--- config.mk ---
export PLATFORM = sky130hd
export DESIGN_NAME = pmt8_timers
export DESIGN_NICKNAME = d
export VERILOG_FILES = /design/src/logic/pmt8_pkg.sv /design/src/logic/pmt8_timers.sv
export VERILOG_INCLUDE_DIRS = /design/src /design/src/logic
export SDC_FILE = /design/constraint.sdc
export NUM_CORES = 1
export LEC_CHECK = 0
export BUFFER_PORTS_ARGS = -buffer_cell sky130_fd_sc_hd__buf_2
export CAP_MARGIN = 5
export CORE_ASPECT_RATIO = 0.9
export CORE_UTILIZATION = 63
export DETAILED_ROUTE_END_ITERATION = 16
export GPL_TIMING_DRIVEN = 1
export PLACE_DENSITY = 0.82
export SLEW_MARGIN = 15
export SYNTH_ARGS = -nofsm -noshare
export SYNTH_HDL_FRONTEND = slang
export SYNTH_SLANG_ARGS = --single-unit
--- constraint.sdc ---
create_clock -name clk -period 2.6 [get_ports clk]
set_input_delay 0.52 -clock clk [delete_from_list [all_inputs] [get_ports clk]]
set_output_delay 0.52 -clock clk [all_outputs]
set_load 0.05 [all_outputs]
--- src/logic/pmt8_map.svh ---
// register offsets, bus widths, reset values and timing counts of the period timer
`ifndef PMT8_MAP_SVH
`define PMT8_MAP_SVH
`define PMT_N_TIMERS 5
`define PMT_ADDR_W 5
`define PMT_DATA_W 8
`define PMT_OFF_COUNT 2'h0
`define PMT_OFF_PERIOD 2'h1
`define PMT_OFF_CTRL 2'h2
`define PMT_FLAG_ADDR 5'h14
`define PMT_ENABLE_ADDR 5'h15
`define PMT_COUNT_RST 8'h00
`define PMT_PERIOD_RST 8'hff
`define PMT_CTRL_RST 7'h00
`define PMT_INST_DIV 4
`define PMT_PHASE_LAST 2'h3
`define PMT_PRE_LIM_1 6'h00
`define PMT_PRE_LIM_4 6'h03
`define PMT_PRE_LIM_16 6'h0f
`define PMT_PRE_LIM_64 6'h3f
`endif

--- src/logic/pmt8_pkg.sv ---
// types shared by the period timer design
package pmt8_pkg;
  typedef enum logic [1:0] {
    PMT_PRE_DIV1 = 2'b00,
    PMT_PRE_DIV4 = 2'b01,
    PMT_PRE_DIV16 = 2'b10,
    PMT_PRE_DIV64 = 2'b11
  } pmt_pre_type;
  typedef struct packed {
    logic [3:0] postscale_select;
    logic timer_run_bit;
    pmt_pre_type prescale_select;
  } pmt_ctrl_type;
  typedef struct packed {
    logic [4:0] addr;
    logic [7:0] wdata;
    logic wr;
    logic rd;
  } pmt_bus_type;
endpackage : pmt8_pkg

--- src/logic/pmt8_timers.sv ---
// five 8-bit period match timers with prescaler, postscaler and register port
//
// The implementer's own choices: strobed register access and the register addresses.
`timescale 1ns/1ns
`default_nettype none
`include "pmt8_map.svh"
module pmt8_timers (
  // clock, reset, clock enable
  input wire logic clk,
  input wire logic rst_b,
  input wire logic ce,
  // processor state
  input wire logic sleep,
  // register port
  input wire pmt8_pkg::pmt_bus_type bus,
  output logic [7:0] rdata,
  // interrupt requests, one per timer
  output logic [4:0] irq_req,
  // unscaled match pulses to the capture/compare/PWM units
  output logic [4:0] match_pulse,
  // shift clock for the serial port, from the first timer only
  output logic spi_shift_clk
);
  localparam int N = `PMT_N_TIMERS;

  // prescaler terminal count for the selected ratio
  function automatic logic [5:0] pmt_pre_limit(input pmt8_pkg::pmt_pre_type sel);
    logic [5:0] lim;
    lim = `PMT_PRE_LIM_1;
    unique case (sel)
      pmt8_pkg::PMT_PRE_DIV1: lim = `PMT_PRE_LIM_1;
      pmt8_pkg::PMT_PRE_DIV4: lim = `PMT_PRE_LIM_4;
      pmt8_pkg::PMT_PRE_DIV16: lim = `PMT_PRE_LIM_16;
      pmt8_pkg::PMT_PRE_DIV64: lim = `PMT_PRE_LIM_64;
    endcase
    return lim;
  endfunction : pmt_pre_limit

  // byte address of a per-timer register: four addresses per timer
  function automatic logic [4:0] pmt_addr(input int unsigned idx, input logic [1:0] off);
    logic [2:0] i3;
    i3 = idx[2:0];
    return {i3, off};
  endfunction : pmt_addr

  logic [1:0] phase_q;
  logic inst_tick;
  logic [7:0] cnt_q [N];
  logic [7:0] per_q [N];
  pmt8_pkg::pmt_ctrl_type ctrl_q [N];
  logic [5:0] pre_q [N];
  logic [3:0] post_q [N];
  logic [4:0] flag_q;
  logic [4:0] en_q;
  logic [4:0] tick;
  logic [4:0] hitm;
  logic [4:0] post_hit;
  logic [4:0] wr_cnt;
  logic [4:0] wr_per;
  logic [4:0] wr_ctl;
  logic wr_flag;
  logic wr_en;
  logic [7:0] rd_d;
  logic [7:0] rdata_q;
  logic [4:0] irq_q;
  logic [4:0] match_q;
  logic spi_q;

  // instruction clock as a one-in-four enable, so the timers share the system clock domain
  always_ff @(posedge clk or negedge rst_b) begin
    if (!rst_b) begin
      phase_q <= 2'h0;
    end else if (ce) begin
      phase_q <= phase_q + 2'h1;
    end
  end
  assign inst_tick = ce && (phase_q == `PMT_PHASE_LAST);

  assign wr_flag = bus.wr && (bus.addr == `PMT_FLAG_ADDR);
  assign wr_en = bus.wr && (bus.addr == `PMT_ENABLE_ADDR);

  always_comb begin
    for (int i = 0; i < N; i++) begin
      wr_cnt[i] = bus.wr && (bus.addr == pmt_addr(i, `PMT_OFF_COUNT));
      wr_per[i] = bus.wr && (bus.addr == pmt_addr(i, `PMT_OFF_PERIOD));
      wr_ctl[i] = bus.wr && (bus.addr == pmt_addr(i, `PMT_OFF_CTRL));
      // run bit and sleep gate the prescaler input; no other clock source exists
      tick[i] = inst_tick && ctrl_q[i].timer_run_bit && !sleep &&
                (pre_q[i] == pmt_pre_limit(ctrl_q[i].prescale_select));
      hitm[i] = tick[i] && (cnt_q[i] == per_q[i]);
      post_hit[i] = hitm[i] && (post_q[i] == ctrl_q[i].postscale_select);
    end
  end

  // prescaler: cleared by counter or control writes, holds while stopped
  always_ff @(posedge clk or negedge rst_b) begin
    if (!rst_b) begin
      for (int i = 0; i < N; i++) pre_q[i] <= 6'h00;
    end else if (ce) begin
      for (int i = 0; i < N; i++) begin
        if (wr_cnt[i] || wr_ctl[i]) begin
          pre_q[i] <= 6'h00;
        end else if (tick[i]) begin
          pre_q[i] <= 6'h00;
        end else if (inst_tick && ctrl_q[i].timer_run_bit && !sleep) begin
          pre_q[i] <= pre_q[i] + 6'h01;
        end
      end
    end
  end

  // counter: a software write wins over a hardware step in the same cycle
  always_ff @(posedge clk or negedge rst_b) begin
    if (!rst_b) begin
      for (int i = 0; i < N; i++) cnt_q[i] <= `PMT_COUNT_RST;
    end else if (ce) begin
      for (int i = 0; i < N; i++) begin
        if (wr_cnt[i]) begin
          cnt_q[i] <= bus.wdata;
        end else if (hitm[i]) begin
          cnt_q[i] <= 8'h00;
        end else if (tick[i]) begin
          cnt_q[i] <= cnt_q[i] + 8'h01;
        end
      end
    end
  end

  // period and control registers
  always_ff @(posedge clk or negedge rst_b) begin
    if (!rst_b) begin
      for (int i = 0; i < N; i++) begin
        per_q[i] <= `PMT_PERIOD_RST;
        ctrl_q[i] <= `PMT_CTRL_RST;
      end
    end else if (ce) begin
      for (int i = 0; i < N; i++) begin
        if (wr_per[i]) per_q[i] <= bus.wdata;
        if (wr_ctl[i]) ctrl_q[i] <= bus.wdata[6:0];
      end
    end
  end

  // postscaler counts matches and restarts when it raises the flag
  always_ff @(posedge clk or negedge rst_b) begin
    if (!rst_b) begin
      for (int i = 0; i < N; i++) post_q[i] <= 4'h0;
    end else if (ce) begin
      for (int i = 0; i < N; i++) begin
        if (wr_cnt[i] || wr_ctl[i]) begin
          post_q[i] <= 4'h0;
        end else if (post_hit[i]) begin
          post_q[i] <= 4'h0;
        end else if (hitm[i]) begin
          post_q[i] <= post_q[i] + 4'h1;
        end
      end
    end
  end

  // flags: a set in the cycle of a software clear still lands
  always_ff @(posedge clk or negedge rst_b) begin
    if (!rst_b) begin
      flag_q <= 5'h00;
    end else if (ce) begin
      if (wr_flag) begin
        flag_q <= bus.wdata[4:0] | post_hit;
      end else begin
        flag_q <= flag_q | post_hit;
      end
    end
  end

  always_ff @(posedge clk or negedge rst_b) begin
    if (!rst_b) begin
      en_q <= 5'h00;
    end else if (ce && wr_en) begin
      en_q <= bus.wdata[4:0];
    end
  end

  // interrupt requests and unscaled timer outputs
  always_ff @(posedge clk or negedge rst_b) begin
    if (!rst_b) begin
      irq_q <= 5'h00;
      match_q <= 5'h00;
    end else if (ce) begin
      irq_q <= flag_q & en_q;
      match_q <= hitm;
    end
  end

  // the shift clock toggles per first-timer match, giving half the match rate
  always_ff @(posedge clk or negedge rst_b) begin
    if (!rst_b) begin
      spi_q <= 1'b0;
    end else if (ce && hitm[0]) begin
      spi_q <= !spi_q;
    end
  end

  // read data stand only in the cycle after the strobe; unmapped reads give zero
  always_comb begin
    rd_d = 8'h00;
    if (bus.rd) begin
      if (bus.addr == `PMT_FLAG_ADDR) rd_d = {3'h0, flag_q};
      if (bus.addr == `PMT_ENABLE_ADDR) rd_d = {3'h0, en_q};
      for (int i = 0; i < N; i++) begin
        if (bus.addr == pmt_addr(i, `PMT_OFF_COUNT)) rd_d = cnt_q[i];
        if (bus.addr == pmt_addr(i, `PMT_OFF_PERIOD)) rd_d = per_q[i];
        if (bus.addr == pmt_addr(i, `PMT_OFF_CTRL)) rd_d = {1'b0, ctrl_q[i]};
      end
    end
  end

  always_ff @(posedge clk or negedge rst_b) begin
    if (!rst_b) begin
      rdata_q <= 8'h00;
    end else if (ce) begin
      rdata_q <= rd_d;
    end
  end

  assign rdata = rdata_q;
  assign irq_req = irq_q;
  assign match_pulse = match_q;
  assign spi_shift_clk = spi_q;
endmodule : pmt8_timers
`default_nettype wire

==> impl_metrics.env <==
export IMPL_status="completed"
export IMPL_ios=38
export IMPL_area_growth_pct=13.4
export IMPL_tns_ns=0
export IMPL_grt_use_met2=0.576
export IMPL_hold_violations=0
export IMPL_track_usage=0.391
export IMPL_reg2reg_slack_ns=0.20
export IMPL_ys_top_cells_by_area="dfrtp_1 33%, dfstp_2 8.8%, mux2_2 7.7%"
export IMPL_routedWlPerCell_um=23.0
export IMPL_grt_pass1_vias=10400
export IMPL_worst_r2r_path_depth=7
export IMPL_cts_tree="yes"
export IMPL_reg2reg_to="cnt_q[39]"
export IMPL_die_h_um=133
export IMPL_p_leak_nw=5.93
export IMPL_met3_usage=0.0779
export IMPL_layout_area_seq_sq_um=4950
export IMPL_routed_wl_mm=37.3
export IMPL_fin_util=0.734
export IMPL_grt_use_met1=0.563
export IMPL_root_buffer="clkbuf_16"
export IMPL_routabilityCongestion=0.978
export IMPL_rows=47
export IMPL_cp_max_fo=10
export IMPL_via_per_inst=6.86
export IMPL_synth_area_per_cell_sq_um=9.45
export IMPL_syn_num_nets=1300
export IMPL_die_width_um=147
export IMPL_antenna_cells=0
export IMPL_synthDistinctLibCells=86
export IMPL_design_core_area_sq_um=18500
export IMPL_rsz0062_at_grt="no"
export IMPL_fin_crit_sh=0.923
export IMPL_cap_viol_max_count=0
export IMPL_synth_edf_count=0
export IMPL_slew_violations=0
export IMPL_cts_sinks=196
export IMPL_drc=0
export IMPL_cts_buffer_depth=2
export IMPL_clkTransAtPathRegs_ns=0.07
export IMPL_die_area_sq_um=19500
export IMPL_num_vias=11100
export IMPL_synth_top_area_frac=0.326
export IMPL_critPathKind="reg -> reg"
export IMPL_htreeDepth=4
export IMPL_ant_nets=0
export IMPL_antenna_found_initial=1
export IMPL_hold_path_class="in -> async"
export IMPL_grt_busiest_layer="met2"
export IMPL_setup_viol=0
export IMPL_crit_path_end_kind="flop"
export IMPL_grt_max_degree=70
export IMPL_syn_area_sq_um=12000
export IMPL_drt_iter0_markers=1231
export IMPL_overflow=0
export IMPL_dp_hpwl_mm=26.5
export IMPL_fin_skew_ns=0.00997
export IMPL_crit_arrival_ns=2.73
export IMPL_n_fill_cell=1357
export IMPL_tightest_slew_ns=0.764
export IMPL_startpoint_type="flop"
export IMPL_fin_nets=1396
export IMPL_grt_pass1_wl_mm=58.7
export IMPL_async_flop_share=1.00
export IMPL_clock_fmax_ghz=0.417
export IMPL_seq_area_frac_synth=0.414
export IMPL_port_buffers=37
export IMPL_multi_input_area_sq_um=6460
export IMPL_powerDensity_nw_per_um2=633
export IMPL_post_cts_repair_setup_buffers=0
export IMPL_worstReg2RegStart="phase_q[0]"
export IMPL_synth_ff_type="dfrtp_1"
export IMPL_initial_core_util=0.648
export IMPL_synth_warning_count=0
export IMPL_post_route_min_period_ns=2.40
export IMPL_cts_made_buffers=17
export IMPL_synth_area_leader_cell="dfrtp_1"
export IMPL_crit_required_ns=2.93
export IMPL_drive_gt1_frac=0.233
export IMPL_firstDrtPassIters=5
export IMPL_syn_inst=1265
export IMPL_clkLatencyLatePin_ns=0.45
export IMPL_ys_ff_latch=196
export IMPL_peakVddDrop_mv=0.636
export IMPL_relSlewSlack=0.486
-- final cells by class --
cell class              count  area share
clock inverters            13      0.0112
multi-input cells         942       0.476
clock buffers              19      0.0319
repair buffers            135      0.0732
well taps                 245      0.0226
flip-flops and latches    196       0.366
inverters                  69      0.0191
-- worst max path at each step --
stage	depth (start not counted)	endpoint	start	slack [ns]
after detailed placement	8	post_q[3]	sleep	-0.01
after global placement	8	rdata[5]	bus[14]	0.01
final	7	cnt_q[39]	phase_q[0]	0.20
after CTS	7	cnt_q[39]	phase_q[0]	0.11
after global routing	8	post_q[3]	phase_q[0]	0.01
after floorplan	8	pre_q[28]	bus[10]	0.39
-- timing repair --
action	CTS	global route
gates resized for setup	0	2
hold buffers	0	0
endpoints found under the setup margin	0	12
hold endpoints to repair	0	0
-- cells in the final DEF, fill, tap and decap left out, types with 7 or more instances in the layout --
| master | n |
|---|---|
| a21oi_1 | 70 |
| o21a_1 | 7 |
| o221ai_1 | 14 |
| o22ai_1 | 27 |
| a211oi_1 | 8 |
| nand2b_1 | 15 |
| nand4_1 | 18 |
| o211ai_1 | 10 |
| or3_1 | 10 |
| nor4_1 | 12 |
| inv_1 | 68 |
| o31ai_1 | 9 |
| mux2_2 | 82 |
| and2_1 | 11 |
| buf_4 | 93 |
| a22oi_1 | 15 |
| o21ai_0 | 79 |
| a221o_1 | 8 |
| nor2_1 | 67 |
| nand2_1 | 80 |
| buf_2 | 36 |
| nand3_1 | 73 |
| nor2b_1 | 14 |
| mux2i_1 | 10 |
| nor3_1 | 40 |
| and3_1 | 26 |
| xor2_1 | 37 |
| a221oi_1 | 11 |
| clkbuf_16 | 17 |
| a32oi_1 | 20 |
| xnor2_1 | 29 |
| dfrtp_1 | 156 |
| dfstp_2 | 40 |
| a31oi_1 | 13 |
| ha_1 | 16 |
| a22o_1 | 8 |
-- logic make-up (layout without fill, tap and decap cells) --
group           after synthesis  in the layout  synth area share
compound gates              360            360             0.207
xor+xnor                     66             66            0.0483
fa+ha+maj                    16             16            0.0167
buf+inv                     127            236            0.0459
flops                       196            196             0.414
mux                          92             92            0.0856
simple gates                408            408             0.182
-- flip-flops by register name, indices dropped and copies added, names as in the netlist --
register,flops
per_q,40
post_q,20
spi_shift_clk,1
ctrl_q,35
rdata,8
match_pulse,5
cnt_q,40
irq_req,5
pre_q,30
en_q,5
phase_q,2
flag_q,5
-- power by group --
group | internal [mW] | switching [mW] | leakage (nW)
combinational | 0.774 | 0.981 | 3.33
sequential | 3.52 | 0.600 | 2.31
clock | 1.44 | 1.27 | 0.281
total | 5.73 | 2.85 | 5.93
-- per-layer routing --
metal,vias to the layer above,part of all wire
li1,4936,-
met1,5429,0.43
met2,637,0.44
met3,107,0.098
met4,2,0.037
met5,-,0.0011
-- worst max-delay path, stage by stage, from the launching register on --
cell,delay (ns)
dfrtp_1,0.38
ha_1,0.15
and3b_2,0.32
buf_4,0.19
o2111a_1,0.41
a21o_1,0.29
o21ai_0,0.16
a221o_1,0.38
-- cell usage after synthesis, types with 9 or more instances --
cell,instances
a21oi_1,71
a221oi_1,11
a22oi_1,15
a31oi_1,13
a32oi_1,20
and2_1,11
and3_1,26
buf_2,22
clkbuf_1,24
dfrtp_1,156
dfstp_2,40
ha_1,16
inv_1,68
mux2_2,82
mux2i_1,10
nand2_1,80
nand2b_1,15
nand3_1,73
nand4_1,18
nor2_1,67
nor2b_1,14
nor3_1,40
nor4_1,12
o211ai_1,10
o21ai_0,79
o221ai_1,14
o22ai_1,27
o31ai_1,9
or3_1,10
xnor2_1,29
xor2_1,37
-- through the flow --
stage	setup WS [ns]	power [mW]	hold WS, ns	std cells	area [sq um]
2_1_floorplan	0.388	5.15	0.224	1265	12000
3_3_place_gp	0.0104	5.77	0.460	1587	13000
3_5_place_dp	-0.0113	5.85	0.481	1587	13000
4_1_cts	0.109	8.54	0.0878	1619	13600
5_1_grt	0.0105	8.95	0.114	1619	13600
6_report	0.201	8.58	0.0729	1619	13600
Note: power is estimated with default switching activity, not from simulation.
